## src/dmr_pkg.sv

```systemverilog
package dmr_pkg;

  ////////////////////////////////////////////////////////////////////////////
  // transfer unit sizes and address step modes
  localparam logic [1:0] SZ_BYTE = 2'h0;
  localparam logic [1:0] SZ_WORD = 2'h1;
  localparam logic [1:0] SZ_LONG = 2'h2;

  localparam logic [1:0] STEP_FIXED = 2'h0;
  localparam logic [1:0] STEP_INC   = 2'h1;
  localparam logic [1:0] STEP_DEC   = 2'h2;

  ////////////////////////////////////////////////////////////////////////////
  // reload function
  localparam int unsigned RELOAD_CHANNEL = 2;
  localparam logic [1:0]  RELOAD_LAST    = 2'h3;

  ////////////////////////////////////////////////////////////////////////////
  // reset values
  localparam logic [31:0] ADDR_RESET  = 32'h0000_0000;
  localparam logic [31:0] COUNT_RESET = 32'h0000_0000;
  localparam logic [1:0]  RELOAD_RESET = 2'h0;

  ////////////////////////////////////////////////////////////////////////////
  // channel control image, taken when the control register is written
  typedef struct packed {
    logic [1:0] src_mode;
    logic [1:0] dst_mode;
    logic [1:0] size;
    logic       burst;
    logic       reload_on;
    logic       indirect;
    logic       int_en;
  } dmr_cfg_t;

  // memory-side access request
  typedef struct packed {
    logic        valid;
    logic        write;
    logic [1:0]  size;
    logic [31:0] addr;
    logic [31:0] wdata;
  } dmr_mem_t;

endpackage
```

## src/dmr_buffer.sv

```systemverilog
`timescale 1ns/10ps
module dmr_buffer #(
  parameter int WIDTH = 32,
  parameter int DEPTH = 2
) (
  input  wire logic             i_clock,
  input  wire logic             i_reset_n,
  input  wire logic             i_clk_en,
  input  wire logic             i_in_valid,
  output logic                  o_in_ready,
  input  wire logic [WIDTH-1:0] i_in_data,
  output logic                  o_out_valid,
  input  wire logic             i_out_ready,
  output logic [WIDTH-1:0]      o_out_data
);
  localparam int AW = (DEPTH > 1) ? $clog2(DEPTH) : 1;

  logic [WIDTH-1:0] mem_q [DEPTH];
  logic [AW-1:0]    wr_q;
  logic [AW-1:0]    rd_q;
  logic [AW:0]      used_q;
  wire              push = i_in_valid && o_in_ready;
  wire              pop  = o_out_valid && i_out_ready;

  assign o_in_ready  = (used_q != (AW+1)'(DEPTH));
  assign o_out_valid = (used_q != '0);
  assign o_out_data  = mem_q[rd_q];

  function automatic logic [AW-1:0] bump(input logic [AW-1:0] p);
    bump = (p == AW'(DEPTH - 1)) ? '0 : AW'(p + 1'b1);
  endfunction

  always_ff @(posedge i_clock) begin
    if (!i_reset_n) begin
      wr_q   <= '0;
      rd_q   <= '0;
      used_q <= '0;
    end else if (i_clk_en) begin
      if (push) begin
        mem_q[wr_q] <= i_in_data;
        wr_q        <= bump(wr_q);
      end
      if (pop) begin
        rd_q <= bump(rd_q);
      end
      if (push && !pop) begin
        used_q <= used_q + 1'b1;
      end else if (pop && !push) begin
        used_q <= used_q - 1'b1;
      end
    end
  end
endmodule

```

## src/dmr_channel.sv

```systemverilog
`timescale 1ns/10ps
module dmr_channel #(
  parameter int unsigned CHANNEL_INDEX = 2,
  parameter int          BUF_DEPTH     = 2
) (
  input  wire logic              i_clock,
  input  wire logic              i_reset_n,
  input  wire logic              i_clk_en,
  input  wire dmr_pkg::dmr_cfg_t i_cfg,
  input  wire logic [31:0]       i_src_start,
  input  wire logic [31:0]       i_dst_start,
  input  wire logic [31:0]       i_count_start,
  input  wire logic              i_load,
  input  wire logic              i_chan_en,
  input  wire logic              i_master_en,
  input  wire logic              i_dreq,
  input  wire logic              i_nmi,
  input  wire logic              i_addr_err,
  input  wire logic              i_standby,
  input  wire logic              i_oper_wr,
  input  wire logic              i_oper_wr_16,
  input  wire logic              i_oper_flag_clr,
  input  wire logic              i_te_clr,
  input  wire logic              i_mem_ack,
  input  wire logic [31:0]       i_mem_rdata,
  output dmr_pkg::dmr_mem_t      o_mem,
  output logic                   o_bus_req,
  output logic [31:0]            o_src_addr,
  output logic [31:0]            o_dst_addr,
  output logic [31:0]            o_count,
  output logic                   o_te,
  output logic                   o_irq,
  output logic                   o_req_clear,
  output logic                   o_nmi_flag,
  output logic                   o_ae_flag,
  output logic                   o_oper_size_err
);

  ////////////////////////////////////////////////////////////////////////////
  // state and storage
  typedef enum logic [1:0] {S_IDLE, S_PTR, S_RD, S_WR} dmr_state_t;

  dmr_state_t        state_q;
  dmr_pkg::dmr_cfg_t cfg_q;
  dmr_pkg::dmr_mem_t mem_q;
  logic [31:0]       src_q, dst_q, count_q, start_q;
  logic [1:0]        reload_q;
  logic              cont_q, bus_q, te_q, irq_q, clr_q;
  logic              nmi_q, ae_q, size_err_q;
  logic              nmi_s1_q, nmi_s2_q, nmi_s3_q;

  ////////////////////////////////////////////////////////////////////////////
  // decode
  function automatic logic [31:0] step(input logic [31:0] a, input logic [1:0] mode,
                                       input logic [1:0] size);
    logic [31:0] inc;
    inc = (size == dmr_pkg::SZ_LONG) ? 32'h0000_0004 :
          (size == dmr_pkg::SZ_WORD) ? 32'h0000_0002 : 32'h0000_0001;
    step = (mode == dmr_pkg::STEP_INC) ? a + inc :
           (mode == dmr_pkg::STEP_DEC) ? a - inc : a;
  endfunction

  wire reload_en  = (CHANNEL_INDEX == dmr_pkg::RELOAD_CHANNEL) && cfg_q.reload_on;
  wire nmi_rise   = nmi_s2_q && !nmi_s3_q;
  wire oper_ok    = i_oper_wr && i_oper_wr_16;
  wire abort      = !i_master_en || !i_chan_en || nmi_q || ae_q;
  wire start_ok   = !abort && !i_standby && (count_q != '0) && (i_dreq || cont_q);
  wire rd_ack     = (state_q == S_RD) && mem_q.valid && i_mem_ack;
  wire ptr_ack    = (state_q == S_PTR) && mem_q.valid && i_mem_ack;
  wire wr_ack     = (state_q == S_WR) && mem_q.valid && i_mem_ack;
  wire [31:0] cnt_next = count_q - 32'h0000_0001;
  wire grp_end    = reload_en && (reload_q == dmr_pkg::RELOAD_LAST);
  wire last_unit  = (cnt_next == '0);
  wire go_on      = cfg_q.burst && !grp_end && !last_unit && !abort;
  wire reload_rst = !i_master_en || !i_chan_en || nmi_rise || i_addr_err ||
                    i_standby || (wr_ack && last_unit);
  wire [1:0] data_size = cfg_q.size;

  logic        buf_in_ready, buf_out_valid;
  logic [31:0] buf_out_data;

  // the read data waits here so a slow write side never drops a word
  dmr_buffer #(.WIDTH(32), .DEPTH(BUF_DEPTH)) u_buffer (
    .i_clock     (i_clock),
    .i_reset_n   (i_reset_n),
    .i_clk_en    (i_clk_en),
    .i_in_valid  (rd_ack),
    .o_in_ready  (buf_in_ready),
    .i_in_data   (i_mem_rdata),
    .o_out_valid (buf_out_valid),
    .i_out_ready (wr_ack),
    .o_out_data  (buf_out_data)
  );

  assign o_mem           = mem_q;
  assign o_bus_req       = bus_q;
  assign o_src_addr      = src_q;
  assign o_dst_addr      = dst_q;
  assign o_count         = count_q;
  assign o_te            = te_q;
  assign o_irq           = irq_q;
  assign o_req_clear     = clr_q;
  assign o_nmi_flag      = nmi_q;
  assign o_ae_flag       = ae_q;
  assign o_oper_size_err = size_err_q;

  ////////////////////////////////////////////////////////////////////////////
  // nmi pin synchroniser and operation register flags
  always_ff @(posedge i_clock) begin
    if (!i_reset_n) begin
      nmi_s1_q <= 1'b0;
      nmi_s2_q <= 1'b0;
      nmi_s3_q <= 1'b0;
    end else if (i_clk_en) begin
      nmi_s1_q <= i_nmi;
      nmi_s2_q <= nmi_s1_q;
      nmi_s3_q <= nmi_s2_q;
    end
  end

  // a flag raised in the clearing cycle survives the clear
  always_ff @(posedge i_clock) begin
    if (!i_reset_n) begin
      nmi_q      <= 1'b0;
      ae_q       <= 1'b0;
      size_err_q <= 1'b0;
    end else if (i_clk_en) begin
      nmi_q      <= nmi_rise || (nmi_q && !(oper_ok && i_oper_flag_clr));
      ae_q       <= i_addr_err || (ae_q && !(oper_ok && i_oper_flag_clr));
      size_err_q <= i_oper_wr && !i_oper_wr_16;
    end
  end

  ////////////////////////////////////////////////////////////////////////////
  // channel registers
  always_ff @(posedge i_clock) begin
    if (!i_reset_n) begin
      cfg_q   <= '0;
      src_q   <= dmr_pkg::ADDR_RESET;
      start_q <= dmr_pkg::ADDR_RESET;
      dst_q   <= dmr_pkg::ADDR_RESET;
      count_q <= dmr_pkg::COUNT_RESET;
    end else if (i_clk_en) begin
      if (i_load) begin
        cfg_q   <= i_cfg;
        src_q   <= i_src_start;
        start_q <= i_src_start;
        dst_q   <= i_dst_start;
        count_q <= i_count_start;
      end else begin
        if (ptr_ack) begin
          src_q <= step(src_q, cfg_q.src_mode, dmr_pkg::SZ_LONG);
        end else if (rd_ack && !cfg_q.indirect) begin
          src_q <= step(src_q, cfg_q.src_mode, data_size);
        end else if (wr_ack && grp_end) begin
          src_q <= start_q;
        end
        if (wr_ack) begin
          dst_q   <= step(dst_q, cfg_q.dst_mode, data_size);
          count_q <= cnt_next;
        end
      end
    end
  end

  // four-transfer group counter; address registers are left alone on stop
  always_ff @(posedge i_clock) begin
    if (!i_reset_n) begin
      reload_q <= dmr_pkg::RELOAD_RESET;
    end else if (i_clk_en) begin
      if (reload_rst || i_load) begin
        reload_q <= dmr_pkg::RELOAD_RESET;
      end else if (wr_ack && reload_en) begin
        reload_q <= reload_q + 2'h1;
      end
    end
  end

  ////////////////////////////////////////////////////////////////////////////
  // transfer sequencer
  always_ff @(posedge i_clock) begin
    if (!i_reset_n) begin
      state_q <= S_IDLE;
      mem_q   <= '0;
      cont_q  <= 1'b0;
      bus_q   <= 1'b0;
    end else if (i_clk_en) begin
      case (state_q)
        S_IDLE: begin
          if (start_ok && buf_in_ready) begin
            bus_q       <= 1'b1;
            mem_q.valid <= 1'b1;
            mem_q.write <= 1'b0;
            mem_q.addr  <= src_q;
            if (cfg_q.indirect) begin
              mem_q.size <= dmr_pkg::SZ_LONG;
              state_q    <= S_PTR;
            end else begin
              mem_q.size <= data_size;
              state_q    <= S_RD;
            end
          end else begin
            cont_q <= cont_q && !abort;
            bus_q  <= cont_q && !abort;
          end
        end
        S_PTR: begin
          if (ptr_ack) begin
            mem_q.addr <= i_mem_rdata;
            mem_q.size <= data_size;
            state_q    <= S_RD;
          end
        end
        S_RD: begin
          if (rd_ack) begin
            mem_q.valid <= 1'b0;
            state_q     <= S_WR;
          end
        end
        default: begin
          if (!mem_q.valid && buf_out_valid && !wr_ack) begin
            mem_q.valid <= 1'b1;
            mem_q.write <= 1'b1;
            mem_q.size  <= data_size;
            mem_q.addr  <= dst_q;
            mem_q.wdata <= buf_out_data;
          end else if (wr_ack) begin
            mem_q.valid <= 1'b0;
            mem_q.write <= 1'b0;
            cont_q      <= go_on;
            bus_q       <= go_on;
            state_q     <= S_IDLE;
          end
        end
      endcase
    end
  end

  // end-of-transfer flag, interrupt and request-source clear
  always_ff @(posedge i_clock) begin
    if (!i_reset_n) begin
      te_q  <= 1'b0;
      irq_q <= 1'b0;
      clr_q <= 1'b0;
    end else if (i_clk_en) begin
      te_q  <= (wr_ack && last_unit) || (te_q && !i_te_clr && !i_load);
      irq_q <= wr_ack && last_unit && cfg_q.int_en;
      clr_q <= wr_ack && (last_unit || grp_end);
    end
  end

  ////////////////////////////////////////////////////////////////////////////
  // checks
  reload_halt_a: assert property (@(posedge i_clock) disable iff (!i_reset_n)
    (i_clk_en && wr_ack && grp_end && !i_load) |=> (src_q == $past(start_q)) && !bus_q && clr_q)
    else $error("reload group end did not restore source and release bus");

  burst_keep_a: assert property (@(posedge i_clock) disable iff (!i_reset_n)
    (i_clk_en && wr_ack && !reload_en && cfg_q.burst && !last_unit && !abort) |=> bus_q)
    else $error("burst without reload dropped the bus");

  irq_cause_a: assert property (@(posedge i_clock) disable iff (!i_reset_n)
    irq_q |-> (count_q == '0) && te_q && cfg_q.int_en)
    else $error("end interrupt without count at zero");

  dst_step_a: assert property (@(posedge i_clock) disable iff (!i_reset_n)
    (i_clk_en && wr_ack && !i_load && cfg_q.dst_mode == dmr_pkg::STEP_INC)
      |=> dst_q != $past(dst_q))
    else $error("destination did not step");

  ptr_long_a: assert property (@(posedge i_clock) disable iff (!i_reset_n)
    (state_q == S_PTR && mem_q.valid) |-> mem_q.size == dmr_pkg::SZ_LONG)
    else $error("pointer read not longword");

  ptr_then_data_a: assert property (@(posedge i_clock) disable iff (!i_reset_n)
    (i_clk_en && ptr_ack) |=> state_q == S_RD && mem_q.addr == $past(i_mem_rdata))
    else $error("data read not taken from fetched pointer");

  nmi_set_a: assert property (@(posedge i_clock) disable iff (!i_reset_n)
    (i_clk_en && nmi_rise) |=> nmi_q)
    else $error("nmi flag not set");

  oper_size_a: assert property (@(posedge i_clock) disable iff (!i_reset_n)
    (i_clk_en && i_oper_wr && !i_oper_wr_16 && !nmi_rise && !i_addr_err)
      |=> size_err_q && nmi_q == $past(nmi_q) && ae_q == $past(ae_q))
    else $error("non-16-bit operation write took effect");

  reload_clear_a: assert property (@(posedge i_clock) disable iff (!i_reset_n)
    (i_clk_en && (!i_chan_en || !i_master_en || i_standby))
      |=> reload_q == dmr_pkg::RELOAD_RESET)
    else $error("reload counter not cleared");

endmodule

```

## config.mk

```make
export PLATFORM = sky130hd
export DESIGN_NAME = dmr_channel
export DESIGN_NICKNAME = d
export VERILOG_FILES = /design/src/dmr_pkg.sv /design/src/dmr_buffer.sv /design/src/dmr_channel.sv
export SDC_FILE = /design/constraint.sdc
export NUM_CORES = 1
export LEC_CHECK = 0
export ABC_AREA = 1
export ABC_CLOCK_PERIOD_IN_PS = 10300
export BUFFER_PORTS_ARGS = -buffer_cell sky130_fd_sc_hd__buf_2
export CORE_ASPECT_RATIO = 0.8
export CORE_UTILIZATION = 45
export DETAILED_ROUTE_END_ITERATION = 7
export PLACE_DENSITY = 0.63
export SLEW_MARGIN = 20
export SYNTH_ARGS = -nofsm -noshare
export SYNTH_HDL_FRONTEND = slang
export SYNTH_SLANG_ARGS = --single-unit
```

## constraint.sdc

```tcl
create_clock -name i_clock -period 10.3 [get_ports i_clock]
set_input_delay 0.515 -clock i_clock [delete_from_list [all_inputs] [get_ports i_clock]]
set_output_delay 0.515 -clock i_clock [all_outputs]
set_load 0.02 [all_outputs]
```

==> results of run 1 <==
## layout by cell type, fill, tap and decap left out, types with 6 or more instances in the layout
cell type  instances
a211oi_1           8
o21a_1             6
a31oi_1           12
a21oi_1          448
o21ai_0          276
clkbuf_16         35
buf_2            322
o21bai_1           6
inv_2             10
clkinv_2           7
o21ai_1            7
dfxtp_1          225
a221oi_1          19
nand4_1           26
xnor2_1           12
nand3b_1          11
a22o_1            28
edfxtp_1          64
nor3_1            28
clkbuf_8           6
a21o_1            13
nor2_2            13
nand2_1          503
xor2_1            43
o211ai_1          14
nor2_1           357
nor4_1             6
ha_1             103
inv_1            211
nand3_1           91
buf_4             18
## worst reg2reg max path: stages, from the launching register on
cell and delay (ps):
dfxtp_1 340, inv_1 80, ha_1 320, inv_1 790, ha_1 430, nand3_1 110, nand3_1 160, a21boi_0 310
o21bai_1 180, nand2_1 110, nand2_1 120, o21ai_0 180, a21oi_1 60, nor2_1 160, o21ai_0 110, nand2_1 60
a21oi_1 60
## cell families after synthesis
group / share of synthesized area
and+or+nand+nor: 0.234
buffers and inverters: 0.0713
DFF: 0.347
adders and majority gates: 0.0725
xor gates and xnor gates: 0.0259
AOI/OAI and AO/OA: 0.249
## metrics by stage
stage	power [W]	utilization	cells
2_1_floorplan	0.00215	-	2698
6_report	0.00376	0.533	3531
3_3_place_gp	0.00251	0.505	3467
4_1_cts	0.00375	0.533	3528
3_5_place_dp	0.00251	0.505	3467
5_1_grt	0.00396	0.533	3531
## final timing paths
path	depth (start not counted)	end	slack, ps	from
worst max register to register	16	o_src_addr[15]$_SDFFE_PN0P_	6570	cfg_q[9]$_SDFFE_PN0P_
worst max-delay path	16	o_src_addr[15]$_SDFFE_PN0P_	6570	cfg_q[9]$_SDFFE_PN0P_
worst min-delay path	1	u_buffer.mem_q[0][29]$_DFFE_PP_	170	i_mem_rdata[29]
worst min register to register	2	u_buffer.wr_q$_SDFFE_PN0P_	470	u_buffer.wr_q$_SDFFE_PN0P_
## metal layers
layer  up-vias  wire length (um)  track usage
li1       9776                 -            -
met1      9215             32600        0.472
met2       873             28000        0.452
met3        90              6630       0.0616
met4         0              1570       0.0837
met5         -                 0            0
## Yosys cell counts (3+ instances only)
cell type / n
xor2_1: 43
a21o_1: 13
inv_2: 11
a221oi_1: 19
nand3_1: 91
xnor2_1: 12
o21a_1: 6
ha_1: 103
a21boi_0: 4
nand2_2: 4
nand2_1: 503
nor3_1: 31
fa_1: 3
nand3_2: 3
nor2_1: 359
a211oi_1: 8
nor2_2: 11
nor4_1: 6
a31oi_1: 12
a21oi_1: 448
dfxtp_1: 226
o21ai_0: 276
o21ai_1: 7
o21bai_1: 6
inv_1: 211
edfxtp_1: 64
clkbuf_1: 91
buf_1: 8
nand4_1: 26
buf_2: 10
o221ai_1: 3
nand3b_1: 11
buf_6: 6
a22o_1: 28
o211ai_1: 14
## report_power, final
part	internal [W]	switching [W]	leakage (nW)
Sequential	0.00123	0.0000854	2.42
Combinational	0.000382	0.000822	7.22
Clock	0.000722	0.000515	0.561
Total	0.00234	0.00142	10.2
## cell type report
class,count,area [um2]
antenna,3,7.51
clock buffer,44,970
clock inverter,17,163
fill,4039,19000
inverter,223,838
multi-input combinational,2070,10800
sequential,290,6450
tap,544,681
timing repair buffer,340,1750
## registers in the layout, summed over array words and instances (netlist names), 2 cells and up, named ones only
| signal | cells |
|---|---|
| o_mem | 68 |
| data_size | 2 |
| o_count | 32 |
| u_buffer.mem_q | 64 |
| o_src_addr | 32 |
| state_q | 2 |
| cfg_q | 7 |
| o_dst_addr | 32 |
| u_buffer.used_q | 2 |
| reload_q | 2 |
| start_q | 32 |
==> reports/metrics.cfg, run 1 <==
[placement]
pre_cts_slack_ps=6470
numPortBuffers=323
place.gp.congestion=0.953
place_area_mm2=0.0206
dp_hpwl_mm=52.2

[synth]
synth_top_cell_by_area=dfxtp_1
postSynthAreaPerCell_um2=6.89
synth_enable_flop_cells=64
synth-seq-cells=290
ys.flop_type=dfxtp_1
syn_area_mm2=0.0186
syn_nets=2957
ys_seq_area_frac=0.347
synth-async-reset-ratio=0
syn_inst=2698
synthDominantCellAreaShare=0.243
yosysWarnings=0
synthTopCellsByArea=dfxtp_1 (24%), a21oi_1 (12%), edfxtp_1 (10%)
synth_cell_types=52

[floorplan]
die_h_um=184
ios=324
die_area_mm2=0.0422
dieWidth_um=229
placementRows=66
start_util=0.457
coreArea_mm2=0.0407

[routing]
vias_per_cell=5.65
wl_per_cell_um=19.5
ant_nets=0
vias=19954
drc=0
routed_wl_mm=68.8
drt_iter0_markers=2060
first_pass_iters=5

[clock_tree]
cts_buffers=34
ctsResizeCount=0
clk_path_buf_depth=3
cts_hold_buf=0
cts.reportedPaths.clkPinSlew_ps=60
cts_tree=built
post_cts_buffers=0
cts-root-buf=clkbuf_16
clock-sinks=290
h-tree-depth=2
clock_latency_ps=550

[status]
status=finished, final reports clean

[critical_path]
arrival_ps=4130
crit_fanout=29
crit_top_cell=nand2_1
slowest_delay_ps=780
crit_buf_inv=2
crit_chain=inv_1 > ha_1 > inv_1 > ha_1 > nand3_1 > nand3_1 > a21boi_0 > o21bai_1 > nand2_1 > nand2_1 > o21ai_0 > a21oi_1 > nor2_1 > o21ai_0 > nand2_1 > a21oi_1
cpMaxStageDelayCell=inv_1
worstSetupPathType=reg2reg
cp_top_family=compound AO/OA/AOI/OAI gates
cp-start-kind=flip-flop
required_ps=10690
cp-end-kind=flip-flop

[finish]
fin_nets=3218
syn2layout_area_growth_pct=16.7
drive_gt1_frac=0.146
fin_area_mm2=0.0217

[grt]
grt_pass1_wl_mm=102
grt_pass1_vias=17717
grt_max_degree=90
gr-total-overflow=0
track_usage=0.314
antenna_found_initial=3

[timing]
finalCritPeriodShare=0.362
setup_violations=0
max_freq_mhz=268
fin_ws_ps=6570
slew_viol_final=0
grt_setup_unrepaired=false
max-slew-margin-rel=0.336
period_minus_slack_ps=3730
tns_ps=0
hold_ws_ps=173
tightest_slew_ps=996
skew_ps=17.8
hold_viol=0

[min_path]
hp-class=in2reg

[power]
power_leakage_nw=10.2
irDropWorstVdd_uv=92.1
power.density_mw_per_mm2=173

[job]
cap_violations=0

Power figures use the tool's default switching activity.
==> run 2, diff against run 1 <==
--- a/config.mk
+++ b/config.mk
@@ -6,12 +6,12 @@
 export NUM_CORES = 1
 export LEC_CHECK = 0
 export ABC_AREA = 1
-export ABC_CLOCK_PERIOD_IN_PS = 10300
+export ABC_CLOCK_PERIOD_IN_PS = 3020
 export BUFFER_PORTS_ARGS = -buffer_cell sky130_fd_sc_hd__buf_2
 export CORE_ASPECT_RATIO = 0.8
 export CORE_UTILIZATION = 45
 export DETAILED_ROUTE_END_ITERATION = 7
-export PLACE_DENSITY = 0.63
+export PLACE_DENSITY = 0.66
 export SLEW_MARGIN = 20
 export SYNTH_ARGS = -nofsm -noshare
 export SYNTH_HDL_FRONTEND = slang
==> constraint.sdc (replaced) <==
create_clock -name i_clock -period 3.02 [get_ports i_clock]
set_input_delay 0.151 -clock i_clock [delete_from_list [all_inputs] [get_ports i_clock]]
set_output_delay 0.151 -clock i_clock [all_outputs]
set_load 0.02 [all_outputs]
==> run 2 against run 1 <==
  * Power grew to 3.6 times the previous value
  * Via count grew 6.8%
  * Worst setup slack lost 6400 ps
  * First-iteration DRC count grew 1.1%
  * Count of clock-buffer cells in the layout is the same
  * Combinational power grew to 3.9 times the previous value
  * Cell area grew 12%
  * Critical path type unchanged
  * Sequential share of layout area shrank 3.1 points
  * Hold slack lost 150 ps
==> reports/metrics.cfg, run 2 (synthesized netlist as in run 1, its figures left out) <==
[finish]
num-fill-cells=3829  ; -5.2%
antennaDiodeCount=0  ; -3
drive_gt1_frac=0.187  ; +0.0407
syn2layout_area_growth_pct=30.4
layout_commonest_cell=nand2_1
fin_nets=3438  ; +6.8%
fin_area_mm2=0.0243  ; +12%
largest_reg_flops=68  ; unchanged
mostFrequentLayoutCells=nand2_1 (493), a21oi_1 (434), nor2_1 (349)

[placement]
place.gp.congestion=1.04  ; +9.1%
dp_hpwl_mm=54.4  ; +4.3%
numPortBuffers=323  ; unchanged
place_area_mm2=0.0212  ; +3.1%
pre_cts_slack_ps=-265  ; -6740 ps

[clock_tree]
clock-sinks=290  ; unchanged
cts_buffers=35  ; +2.9%
cts.reportedPaths.clkPinSlew_ps=60  ; about the same
cts_tree=built
h-tree-depth=2  ; unchanged
clk_path_buf_depth=3  ; unchanged
clock_latency_ps=560  ; about the same
cts-root-buf=clkbuf_16

[critical_path]
r2r-start=cfg_q[9]$_SDFFE_PN0P_
crit_chain=inv_2 > ha_2 > inv_1 > buf_12 > ha_1 > a21oi_2 > o21ai_0 > a21oi_1 > o21ai_0 > nor2_1 > nand2_1 > nand2_1 > nand3_2 > nand2_1 > nand3_1 > nand2_1 > a21oi_1
cpMaxStageDelayCell=ha_1
cp-start-kind=flip-flop
cp_top_family=compound AO/OA/AOI/OAI gates
crit_buf_inv=3  ; +1
r2r_slack_ps=150  ; -6410 ps
worstSetupPathType=reg2reg
crit_fanout=16  ; -45%
arrival_ps=3270  ; -860 ps
r2r_end=o_src_addr[29]$_SDFFE_PN0P_
slowest_delay_ps=380  ; -400 ps
r2r.worst_path.cells=17  ; +1
crit_top_cell=nand2_1
cp-end-kind=flip-flop
required_ps=3430  ; -7260 ps

[status]
status=finished, final reports clean

[floorplan]
die_h_um=184  ; unchanged
die_area_mm2=0.0422  ; unchanged
placementRows=66  ; unchanged
dieWidth_um=229  ; unchanged
ios=324  ; unchanged
coreArea_mm2=0.0407  ; unchanged
start_util=0.457  ; unchanged

[routing]
routed_wl_mm=74.2  ; +7.9%
vias_per_cell=5.68  ; +0.60%
vias=21318  ; +6.8%
wl_per_cell_um=19.8  ; +1.6%
first_pass_iters=7  ; +2
drt_iter0_markers=2083  ; +1.1%
drc=0  ; unchanged
ant_nets=0  ; unchanged

[power]
power_leakage_nw=11.3  ; +11%
irDropWorstVdd_uv=351  ; +280%
total_power_w=0.0137  ; +260%
power.density_mw_per_mm2=565  ; +230%

[grt]
grt_util_met3=0.0715  ; +0.00993
antenna_found_initial=0  ; -3
track_usage=0.338  ; +0.0234
use_met2=0.486  ; +0.0339
busiest_layer=met1
use_met1=0.493  ; +0.0210
gr-total-overflow=0  ; unchanged
grt_pass1_vias=19355  ; +9.2%
grt_max_degree=107  ; +19%
grt_pass1_wl_mm=110  ; +7.9%

[timing]
hold_viol=0  ; unchanged
tightest_slew_ps=886  ; -110 ps
max_freq_mhz=349  ; +30%
setup_violations=0  ; unchanged
hold_ws_ps=26.5  ; -147 ps
finalCritPeriodShare=0.949  ; +0.586
fin_ws_ps=155  ; -6410 ps
tns_ps=0  ; unchanged
max-slew-margin-rel=0.410  ; +0.0741
period_minus_slack_ps=2870  ; -867 ps
skew_ps=19.3  ; +1.58 ps
slew_viol_final=0  ; unchanged

[job]
cap_violations=0  ; unchanged

[min_path]
hp-class=in2reg
hold_end=o_count[27]$_SDFFE_PN0P_
whs_path_depth=3  ; +2
holdCritStartpoint=i_count_start[27]

==> run 2: per-stage QoR <==
step           std cells  utilization
2_1_floorplan       2698            -
3_3_place_gp        3540        0.521
3_5_place_dp        3540        0.521
4_1_cts             3744        0.586
5_1_grt             3750        0.596
6_report            3750        0.596
==> run 2: power by group <==
group | switching, W | internal, W | leakage [nW] | total [W]
sequential | 0.000268 | 0.00421 | 2.42 | 0.00447
clock | 0.00183 | 0.00278 | 0.609 | 0.00461
combinational | 0.00299 | 0.00165 | 8.28 | 0.00463
==> run 2: worst max path at each step <==
stage | start | to | slack [ps] | depth (start not counted)
CTS | cfg_q[9]$_SDFFE_PN0P_ | o_src_addr[15]$_SDFFE_PN0P_ | -9 | 18
finish | cfg_q[9]$_SDFFE_PN0P_ | o_src_addr[29]$_SDFFE_PN0P_ | 150 | 17
global route | cfg_q[9]$_SDFFE_PN0P_ | o_src_addr[31]$_SDFFE_PN0P_ | -20 | 17
detailed placement | cfg_q[9]$_SDFFE_PN0P_ | o_src_addr[20]$_SDFFE_PN0P_ | -260 | 14
global placement | cfg_q[9]$_SDFFE_PN0P_ | o_src_addr[20]$_SDFFE_PN0P_ | -170 | 14
floorplan | o_mem[67]$_SDFFE_PN0P_ | u_buffer.mem_q[0][0]$_DFFE_PP_ | 170 | 6
==> run 2: area by class of cell <==
type                       instances  area [um2]  share of cell area
clock inverter                    20         260              0.0107
clock buffer                      44         991              0.0408
timing repair buffer             559        3870               0.160
tap                              544         681              0.0281
sequential                       290        6450               0.266
inverter                         223         842              0.0347
multi-input combinational       2070       11200               0.460
==> run 2: repair_timing <==
action                                  CTS  global route
endpoints found under the hold margin   192             0
endpoints found under the setup margin    7            38
resized for setup                        14           102
setup buffers                             2             5
hold buffers                            138             0
pin swaps                                 0             8
cloned                                    0             1
==> run 2: worst reg2reg max path, cell delays in order, from the launching register on <==
cell and delay, ps:
dfxtp_1 320, inv_2 90, ha_2 200, inv_1 70
buf_12 150, ha_1 380, a21oi_2 230, o21ai_0 190
a21oi_1 240, o21ai_0 110, nor2_1 150, nand2_1 70
nand2_1 70, nand3_2 130, nand2_1 100, nand3_1 60
nand2_1 100, a21oi_1 60
==> run 2: layer usage <==
| metal | up-vias | routed length [um] | share of wire |
|---|---|---|---|
| met5 | - | 0 | 0 |
| met4 | 0 | 2360 | 0.032 |
| met3 | 126 | 7620 | 0.10 |
| met2 | 1077 | 30500 | 0.41 |
| met1 | 9904 | 33700 | 0.45 |
| li1 | 10211 | - | - |
